### src/design/ttc_pkg.sv
// How it works
// - when the last octet of a received frame arrives, its octet count is loaded into last_frame_length and never written to the frame buffer.
// - gain_loop_control takes writes only while power_management_enable is set, otherwise it holds its reset value.
// - modulator_override takes writes only while power_management_enable is set, otherwise it holds its reset value.
// - gain bit 5 at one disables the baseband gain hold function, at zero gain control runs normally.
// - gain bit 4 at one forces the gain code to zero, the maximum gain.
// - gain bit 3 at zero lets the automatic regulation choose the gain, at one the manual gain code is used.
// - gain bit 2 at zero lets the gain loop run free, at one puts it in hold mode.
// - the gain code field reads back the gain in use and takes manual writes; 0 maximum, 1 medium, 2 and 3 minimum.
// - modulator bit 7 at zero feeds chips from transmit memory, at one feeds a constant chip stream.
// - with the constant stream chosen, modulator bit 6 gives all zero chips or all one chips.
// - modulator bit 5 picks the receive path at zero and the transmit path at one.
// - modulator bit 4 at zero leaves the path to the transceiver state machine, at one to bit 5.
// - a 128 byte frame buffer is exposed, first byte at the buffer start register, last at the buffer end register.
package ttc_pkg;
    // apb byte address width; register index is paddr[10:2]
    localparam int ADDR_W = 12;
    localparam int IDX_W = 9;
    // register word indices, byte address is four times the index
    localparam logic [IDX_W-1:0] IDX_CTRL_ZERO = 9'h170;
    localparam logic [IDX_W-1:0] IDX_LAST_FRAME_LENGTH = 9'h17b;
    localparam logic [IDX_W-1:0] IDX_GAIN_LOOP_CONTROL = 9'h17c;
    localparam logic [IDX_W-1:0] IDX_MODULATOR_OVERRIDE = 9'h17d;
    localparam logic [IDX_W-1:0] IDX_FBUF_FIRST = 9'h180;
    localparam logic [IDX_W-1:0] IDX_FBUF_LAST = 9'h1ff;
    localparam int FBUF_DEPTH = 128;
    localparam int FBUF_AW = 7;
    // field positions
    localparam int PME_BIT = 0;
    localparam int HOLD_DIS_BIT = 5;
    localparam int FORCE_MAX_BIT = 4;
    localparam int LOOP_DIS_BIT = 3;
    localparam int HOLD_MODE_BIT = 2;
    localparam int GAIN_CODE_LSB = 0;
    localparam int CHIP_SRC_BIT = 7;
    localparam int CHIP_LEVEL_BIT = 6;
    localparam int PATH_BIT = 5;
    localparam int PATH_SEL_BIT = 4;
    // reset values and masks
    localparam logic [7:0] CTRL_ZERO_RST = 8'h00;
    localparam logic [7:0] LEN_RST = 8'h00;
    localparam logic [7:0] GAIN_RST = 8'h00;
    localparam logic [7:0] OVR_RST = 8'h00;
    localparam logic [7:0] CTRL_ZERO_MASK = 8'h01;
    localparam logic [7:0] GAIN_WR_MASK = 8'h3f;
    localparam logic [1:0] GAIN_CODE_MAX = 2'h0;
    localparam logic [7:0] RX_CNT_RST = 8'h00;
endpackage : ttc_pkg

### src/design/ttc_regs.sv
`timescale 1ns/1ns
module ttc_regs
(
    // clock, reset, enable
    input wire logic pclk,
    input wire logic presetn,
    input wire logic pce,
    // apb slave
    input wire logic psel,
    input wire logic penable,
    input wire logic pwrite,
    input wire logic [ttc_pkg::ADDR_W-1:0] paddr,
    input wire logic [31:0] pwdata,
    input wire logic [3:0] pstrb,
    output logic [31:0] prdata,
    output logic pready,
    output logic pslverr,
    // receiver octet stream, same clock
    input wire logic rx_byte_valid,
    input wire logic [7:0] rx_byte,
    input wire logic rx_byte_last,
    // gain loop
    input wire logic [1:0] agc_auto_code,
    output logic [1:0] gain_code_out,
    output logic hold_function_disable,
    output logic gain_force_max,
    output logic gain_loop_disable,
    output logic gain_hold_mode,
    // modulator
    input wire logic tx_ram_chip,
    input wire logic fsm_path_tx,
    output logic modulator_chip,
    output logic chip_source_select,
    output logic modulator_path_tx,
    // power management
    output logic power_management_enable
);
    import ttc_pkg::*;

    logic [7:0] ctrl_zero_reg;
    logic [7:0] ctrl_zero_next;
    logic [7:0] len_reg;
    logic [7:0] len_next;
    logic [7:0] rx_cnt_reg;
    logic [7:0] rx_cnt_next;
    logic [7:0] gain_reg;
    logic [7:0] gain_next;
    logic [7:0] ovr_reg;
    logic [7:0] ovr_next;
    logic [1:0] gain_code_reg;
    logic [1:0] gain_code_next;
    logic chip_reg;
    logic chip_next;
    logic path_reg;
    logic path_next;
    logic [31:0] prdata_reg;
    logic [31:0] prdata_next;
    logic [7:0] fbuf [FBUF_DEPTH];
    logic fb_we;
    logic [FBUF_AW-1:0] fb_waddr;
    logic [7:0] fb_wdata;
    logic [IDX_W-1:0] idx;
    logic in_range;
    logic hit_ctrl;
    logic hit_len;
    logic hit_gain;
    logic hit_ovr;
    logic hit_fbuf;
    logic mapped;
    logic setup;
    logic wr_go;
    logic rx_take;
    logic [FBUF_AW-1:0] fb_raddr;
    logic [7:0] fb_rbyte;
    logic pme;

    // address decode, low two address bits ignored
    assign idx = paddr[10:2];
    assign in_range = ~paddr[ADDR_W-1];
    assign hit_ctrl = in_range && (idx == IDX_CTRL_ZERO);
    assign hit_len = in_range && (idx == IDX_LAST_FRAME_LENGTH);
    assign hit_gain = in_range && (idx == IDX_GAIN_LOOP_CONTROL);
    assign hit_ovr = in_range && (idx == IDX_MODULATOR_OVERRIDE);
    assign hit_fbuf = in_range && (idx >= IDX_FBUF_FIRST) && (idx <= IDX_FBUF_LAST);
    assign mapped = hit_ctrl | hit_len | hit_gain | hit_ovr | hit_fbuf;
    assign fb_raddr = idx[FBUF_AW-1:0] - IDX_FBUF_FIRST[FBUF_AW-1:0];
    assign fb_rbyte = fbuf[fb_raddr];

    // read data is sampled in setup, so access closes in one cycle while pce is high
    assign setup = psel && !penable;
    assign pready = psel && penable && pce;
    assign pslverr = pready && !mapped;
    assign wr_go = pready && pwrite && pstrb[0];
    assign prdata = prdata_reg;
    assign rx_take = rx_byte_valid && pce;
    assign pme = ctrl_zero_reg[PME_BIT];

    // readback mux; reserved gain bits read zero
    always_comb
    begin
        prdata_next = prdata_reg;
        if (setup && !pwrite)
        begin
            prdata_next = 32'h0000_0000;
            if (hit_ctrl)
                prdata_next[7:0] = ctrl_zero_reg;
            if (hit_len)
                prdata_next[7:0] = len_reg;
            if (hit_gain)
                prdata_next[7:0] = {gain_reg[7:2], gain_code_reg};
            if (hit_ovr)
                prdata_next[7:0] = ovr_reg;
            if (hit_fbuf)
                prdata_next[7:0] = fb_rbyte;
        end
    end

    // register writes; gain and modulator drop to reset while pme is low
    always_comb
    begin
        ctrl_zero_next = ctrl_zero_reg;
        gain_next = gain_reg;
        ovr_next = ovr_reg;
        if (wr_go && hit_ctrl)
            ctrl_zero_next = pwdata[7:0] & CTRL_ZERO_MASK;
        if (!pme)
            gain_next = GAIN_RST;
        else if (wr_go && hit_gain)
            gain_next = pwdata[7:0] & GAIN_WR_MASK;
        if (!pme)
            ovr_next = OVR_RST;
        else if (wr_go && hit_ovr)
            ovr_next = pwdata[7:0];
    end

    // receive side: octets fill the buffer from byte 0, length kept apart
    always_comb
    begin
        len_next = len_reg;
        rx_cnt_next = rx_cnt_reg;
        fb_we = 1'b0;
        fb_waddr = rx_cnt_reg[FBUF_AW-1:0];
        fb_wdata = rx_byte;
        if (rx_take)
        begin
            fb_we = !rx_cnt_reg[FBUF_AW];
            if (rx_byte_last)
            begin
                len_next = rx_cnt_reg + 8'h01;
                rx_cnt_next = RX_CNT_RST;
            end
            else if (rx_cnt_reg != 8'hff)
                rx_cnt_next = rx_cnt_reg + 8'h01;
        end
        else if (wr_go && hit_fbuf)
        begin
            // receiver wins a same-cycle clash; software byte is lost
            fb_we = 1'b1;
            fb_waddr = fb_raddr;
            fb_wdata = pwdata[7:0];
        end
    end

    // effective gain code and modulator drive
    always_comb
    begin
        if (gain_reg[FORCE_MAX_BIT])
            gain_code_next = GAIN_CODE_MAX;
        else if (gain_reg[LOOP_DIS_BIT])
            gain_code_next = gain_reg[GAIN_CODE_LSB +: 2];
        else
            gain_code_next = agc_auto_code;
        chip_next = ovr_reg[CHIP_SRC_BIT] ? ovr_reg[CHIP_LEVEL_BIT] : tx_ram_chip;
        path_next = ovr_reg[PATH_SEL_BIT] ? ovr_reg[PATH_BIT] : fsm_path_tx;
    end

    // control state, frozen while pce is low
    always_ff @(posedge pclk or negedge presetn)
    begin
        if (!presetn)
        begin
            ctrl_zero_reg <= CTRL_ZERO_RST;
            gain_reg <= GAIN_RST;
            ovr_reg <= OVR_RST;
            len_reg <= LEN_RST;
            rx_cnt_reg <= RX_CNT_RST;
            gain_code_reg <= GAIN_CODE_MAX;
            chip_reg <= 1'b0;
            path_reg <= 1'b0;
            prdata_reg <= 32'h0000_0000;
        end
        else if (pce)
        begin
            ctrl_zero_reg <= ctrl_zero_next;
            gain_reg <= gain_next;
            ovr_reg <= ovr_next;
            len_reg <= len_next;
            rx_cnt_reg <= rx_cnt_next;
            gain_code_reg <= gain_code_next;
            chip_reg <= chip_next;
            path_reg <= path_next;
            prdata_reg <= prdata_next;
        end
    end

    // buffer storage has no reset; contents are data, not control
    always_ff @(posedge pclk)
    begin
        if (fb_we)
            fbuf[fb_waddr] <= fb_wdata;
    end

    // outputs straight from flip-flops
    assign power_management_enable = pme;
    assign hold_function_disable = gain_reg[HOLD_DIS_BIT];
    assign gain_force_max = gain_reg[FORCE_MAX_BIT];
    assign gain_loop_disable = gain_reg[LOOP_DIS_BIT];
    assign gain_hold_mode = gain_reg[HOLD_MODE_BIT];
    assign gain_code_out = gain_code_reg;
    assign chip_source_select = ovr_reg[CHIP_SRC_BIT];
    assign modulator_chip = chip_reg;
    assign modulator_path_tx = path_reg;
endmodule : ttc_regs

### config.mk
export PLATFORM = sky130hd
export DESIGN_NAME = ttc_regs
export DESIGN_NICKNAME = d
export VERILOG_FILES = /design/src/design/ttc_pkg.sv /design/src/design/ttc_regs.sv
export SDC_FILE = /design/constraint.sdc
export NUM_CORES = 1
export LEC_CHECK = 0
export BUFFER_PORTS_ARGS = -buffer_cell sky130_fd_sc_hd__buf_2
export CORE_ASPECT_RATIO = 1.2
export CORE_UTILIZATION = 61
export DETAILED_ROUTE_END_ITERATION = 8
export HOLD_SLACK_MARGIN = 0.02
export PLACE_DENSITY_LB_ADDON = 0.08
export SLEW_MARGIN = 20
export SYNTH_ARGS = -nofsm -noshare
export SYNTH_HDL_FRONTEND = slang
export SYNTH_SLANG_ARGS = --single-unit
### constraint.sdc
create_clock -name pclk -period 7.5 [get_ports pclk]
set_clock_uncertainty 0.2 [all_clocks]
set_input_delay 1.5 -clock pclk [delete_from_list [all_inputs] [get_ports pclk]]
set_output_delay 1.5 -clock pclk [all_outputs]
set_load 0.05 [all_outputs]
# After elaboration in Yosys (flattened, before gate mapping)

Memories as Yosys holds them, arrays and structs flattened.
Index checks and enable logic that the tools add are counted.
W data, S select, Z words.

Register bits: 45
Memory bits (writable): 1024
Bits of input ports: 68
Word-level logic and storage cells: 77
Memories kept: 1

Memories:

| name | depth | bits a word | read ports | clocked after memory_dff | write ports | line           | RTL |
|---|---|---|---|---|---|---|---|
| fbuf | 128   | 8           | 1          | 0                        | 1           | ttc_regs.sv:58 | `logic [7:0] fbuf [FBUF_DEPTH];` |

Add/subtract/negate cells: 1
Magnitude comparators: 2
Equality and inequality tests: 7
Mux-type cells: 23
Bitwise logic cells: 5
Reduce and logical (&&, ||, !) cells: 29

Operators by type and width:

| kind                  | number |
|---|---|
| $mux W8               | 12 |
| $eq A9 B9 Y1 const B  | 4 |
| $logic_and A1 B1 Y1   | 18 |
| $mux W7               | 2 |
| $ge A9 B9 Y1 const B  | 1 |
| $le A9 B9 Y1 const B  | 1 |
| $add A8 B1 Y8 const B | 1 |
| $ne A8 B8 Y1 const B  | 1 |
| $reduce_and A2 Y1     | 4 |
| $mux W1               | 7 |
| $reduce_and A3 Y1     | 2 |
| $logic_not A1 Y1      | 4 |
| $mux W2               | 2 |
| $ne A2 B1 Y1 const B  | 2 |
| $or A1 B1 Y1          | 4 |
| $reduce_bool A2 Y1    | 1 |
| $not A1 Y1            | 1 |

# Logic depth before layout (Yosys ltp)

Depth after elaboration: 9
Mapped depth: 12

# Worst setup path before layout

No wires, ideal clock.

Kind: input port to flip-flop
Start: in pce
End: mem fbuf[0][0], data pin
Library setup time: 0.511 ns
Data arrival time: 4.498 ns
Data required time: 6.789 ns
Slack: 2.291 ns
Stages on the path: 8
Cell sequence: and3_1 > clkbuf_1 > and4_1 > buf_2 > buf_4 > buf_2 > nand2_1 > nand2_1

Word-level cells in the longest chain between the ends: 6
Elaborated cells on any way between the ends: 7
Classes of those cells: 2 x mux; 5 x reduce/logical

Ends and longest elaborated chain:

| item                              | line            | RTL |
|---|---|---|
| start: declaration                | ttc_regs.sv:7   | `input wire logic pce,` |
| $logic_and A1 B1 Y1               | ttc_regs.sv:91  | `assign pready = psel && penable && pce;` |
| via pready                        | ttc_regs.sv:16  | `output logic pready,` |
| $logic_and A1 B1 Y1 (2 in series) | ttc_regs.sv:93  | `assign wr_go = pready && pwrite && pstrb[0];` |
| $logic_and A1 B1 Y1               | ttc_regs.sv:155 | `else if (wr_go && hit_fbuf)` |
| $mux W8                           | ttc_regs.sv:155 |  |
| $mux W8                           | ttc_regs.sv:144 | `if (rx_take)` |
| via fb_wdata[0]                   | ttc_regs.sv:61  | `logic [7:0] fb_wdata;` |
| end: declaration                  | ttc_regs.sv:58  |  |

The timed path passes the listed nets, and every way through them passes these cells.

# Worst setup path in the final report

Start: in paddr[5] (netlist bit)
End: out pslverr

Word-level cells in the longest chain between the ends: 8
Elaborated cells on any way between the ends: 18
Classes of those cells: 2 x order compare; 4 x eq/ne; 4 x bitwise; 8 x reduce/logical

Ends and longest elaborated chain:

| item                                                 | line           | RTL |
|---|---|---|
| start: declaration                                   | ttc_regs.sv:12 | `input wire logic [ttc_pkg::ADDR_W-1:0] paddr,` |
| branches (longest 5 deep; another with $ge A9 B9 Y1) | --             |  |
| $or A1 B1 Y1 (*)                                     | ttc_regs.sv:85 | `assign mapped = hit_ctrl \| hit_len \| hit_gain \| hit_ovr \| hit_fbuf;` |
| $logic_not A1 Y1 (*)                                 | ttc_regs.sv:92 | `assign pslverr = pready && !mapped;` |
| $logic_and A1 B1 Y1 (*)                              | ttc_regs.sv:92 |  |
| end: declaration                                     | ttc_regs.sv:17 | `output logic pslverr,` |

Every way passes the cells marked *.

==> metrics.md <==
| Metric | Value |
|---|---|
| Run status | `complete, no violations` |
| Mapped Cells | `2192` |
| Area contributors post-synth | `edfxtp_1 (72%), mux4_2 (11%), mux2i_1 (3.2%)` |
| Max-cap viol count | `0` |
| Clock Tree Root | `clkbuf_16` |
| H-tree depth | `3` |
| Worst slew pin tran | `1.23 ns` |
| Post-synth top cells | `edfxtp_1 (1024), mux4_2 (207), nor2_1 (167), mux2i_1 (137), nand2_1 (77)` |
| Syn. warnings | `0` |
| Crit path time final | `5.67 ns` |
| Synth Register Bits | `1067` |
| Post-CTS sizing | `0` |
| Leak Pwr | `15.1 nW` |
| Slew HR | `17.9%` |
| Post-CTS Setup Bufs | `0` |
| DR WL/cell | `32.1 um` |
| First-pass GRT wire length | `152 mm` |
| Cell row count | `105` |
| CP startpoint | `paddr[5]` |
| R2R Path End | `fbuf[116][2]$_DFFE_PP_` |
| Final Hold Viols | `0` |
| Largest register by flop count | `fbuf` |
| TritonRoute pass-1 iters | `6` |
| Cell area after synthesis | `42700 um^2` |
| Remaining routing DRC violations | `0` |
| Setup slack, reg-to-reg | `3.84 ns` |
| CP Data Arrival Time | `3.97 ns` |
| CP Capture Point | `pslverr` |
| Die W | `243 um` |
| Crit Reg-Reg Startpoint | `rx_cnt_reg[2]$_DFFE_PN0P_` |
| Largest net degree at the start of global routing | `96` |
| DP Area | `43600 um^2` |
| Reg2Reg Depth | `5` |
| Die ar. | `71000 um^2` |
| Clock Sinks | `1067` |
| Antenna diodes | `0` |
| I/O pin count | `112` |
| Clock Latency Late Sink | `0.66 ns` |
| Detail Route Antenna Nets | `0` |
| CP startpoint kind | `input pin` |
| GRT overflow | `0` |
| Antenna violations before repair | `2` |
| Layout cell share with drive strength beyond 1 | `21.0%` |
| Fin util | `68.2%` |
| Synth top area share | `72.0%` |
| Pins Over Slew Limit | `0` |
| WP data required | `5.80 ns` |
| Register area share after synthesis | `74.6%` |
| Fillers | `4452` |
| DRT iter0 DRCs | `2605` |
| Global placement routability congestion | `0.928` |
| Register area | `31800 um^2` |
| Final setup fails | `0` |
| Setup total negative slack | `0 ns` |
| WHS | `0.284 ns` |
| Final instance area | `46900 um^2` |
| RSZ-0062 raised after global routing | `false` |
| Distinct cell type count after synthesis | `74` |
| Overall Global Routing Usage | `30.0%` |
| Core Footprint | `68800 um^2` |
| Pwr/cell area | `264 nW/um^2` |
| Fin crit share | `75.6%` |
| Fmax achieved | `176 MHz` |
| Crit path max fanout | `17` |
| Area leader, netlist | `edfxtp_1` |
| Fin nets | `2337` |
| Type of the most critical hold path | `register to register` |
| # hold bufs at CTS | `0` |
| CTS max path bufs | `3` |
| Routed WL | `105 mm` |
| Syn_area_per_cell | `19.5 um^2` |
| Vias in the first global route | `22.2k` |
| Most common cell in the netlist | `edfxtp_1` |
| Multi-input gate area | `9930 um^2` |
| Starting density of the core | `62.0%` |
| Setup CP Type | `input pin to output pin` |
| Number of CTS-inserted buffers | `100` |
| EDFF count, synth | `1024` |
| Die Ht | `292 um` |
| Crit. End Element | `output pin` |
| CTS clk-pin slew, worst paths | `0.06 ns` |
| Via density | `6.77` |
| CTS tree | `done` |
| DP HPWL | `62.7 mm` |
| Via count | `22.1k` |
| IO Port Bufs | `58` |
| Most common flop cell mapped by yosys | `edfxtp_1` |
| Largest register FFs | `1024` |
| Area Growth Syn to Fin | `9.94%` |
| FFs w/ async S/R, synth | `4.03%` |
| Peak supply drop | `0.205 mV` |
[report_power, final]
part | switching, mW | total [mW] | leakage [nW] | internal (mW)
clock network | 2.15 | 5.08 | 1.57 | 2.92
logic | 0.494 | 0.711 | 3.72 | 0.217
registers | 0.0231 | 6.58 | 9.76 | 6.56
[critical path, cell delays in order]
cell	delay [ns]
buf_2	0.49
clkinv_1	0.47
buf_4	0.36
nor3_2	0.49
o21ai_0	0.17
and3_1	0.23
buf_2	0.22
[cell type report]
| cell class | instances | share of cell area, % |
|---|---|---|
| Clock buffer | 128 | 5.78 |
| Timing Repair Buffer | 102 | 1.57 |
| Clock inverter | 55 | 1.17 |
| Multi-Input combinational cell | 987 | 21.2 |
| Tap cell | 909 | 2.42 |
| Inverter | 10 | 0.0800 |
| Sequential cell | 1067 | 67.8 |
[logic make-up (layout without fill, tap and decap cells)]
logic type	after synthesis	in the layout	share of synthesized area, %
DFF	1067	1067	74.6
adders and majority gates	1	1	0.0293
buffers and inverters	161	295	2.54
AOI/OAI and AO/OA	255	255	4.31
muxes	363	363	14.9
xor gates and xnor gates	6	6	0.123
other	1	24	0.00878
and+or+nand+nor	338	338	3.56
[layout by cell type (no fill, tap or decap), types with 7 or more instances in the layout]
cell type / count
edfxtp_1: 1024
mux4_2: 207
nor2_1: 166
mux2i_1: 137
clkbuf_16: 103
nand2_1: 69
buf_2: 55
dfrtp_1: 43
a21oi_1: 40
buf_4: 38
o21ai_0: 37
o221ai_1: 33
a22o_1: 26
clkinv_1: 24
conb_1: 24
clkbuf_1: 21
nand3_1: 19
o22ai_1: 19
a31oi_1: 15
a211oi_1: 13
a22oi_1: 13
clkinv_2: 13
mux2_2: 12
bufinv_16: 11
nand2_4: 8
nand2b_1: 8
o21ai_1: 7
or2_2: 7
a2111oi_0: 7
a221oi_1: 7
mux4_1: 7
clkinvlp_4: 7
[how the worst min path moves through the flow]
stage | startpoint | slack [ns] | end | cells past startpoint
detailed placement | len_reg[5]$_DFFE_PN0P_ | 0.27 | len_reg[5]$_DFFE_PN0P_ | 2
CTS | len_reg[5]$_DFFE_PN0P_ | 0.28 | len_reg[5]$_DFFE_PN0P_ | 2
global placement | len_reg[0]$_DFFE_PN0P_ | 0.27 | len_reg[0]$_DFFE_PN0P_ | 2
global route | len_reg[5]$_DFFE_PN0P_ | 0.30 | len_reg[5]$_DFFE_PN0P_ | 2
finish | len_reg[5]$_DFFE_PN0P_ | 0.28 | len_reg[5]$_DFFE_PN0P_ | 2
floorplan | len_reg[6]$_DFFE_PN0P_ | 0.25 | len_reg[6]$_DFFE_PN0P_ | 2
[per-stage QoR]
step                      setup slack, ns  total power, mW  cells
after detailed placement             1.88             7.41   3074
after global placement               1.93             7.39   3074
after global routing                 1.77             12.6   3258
final                                1.83             12.4   3258
after CTS                            1.88             12.4   3257
after floorplan                      2.29             7.18   2215
[per-layer routing]
metal | part of all wire [%] | GRT usage (%)
met3 | 9.4 | 6.07
met4 | 3.3 | 9.92
met2 | 48 | 47.3
met5 | 0.023 | 0
met1 | 39 | 42.5
Power figures use the tool's default switching activity.
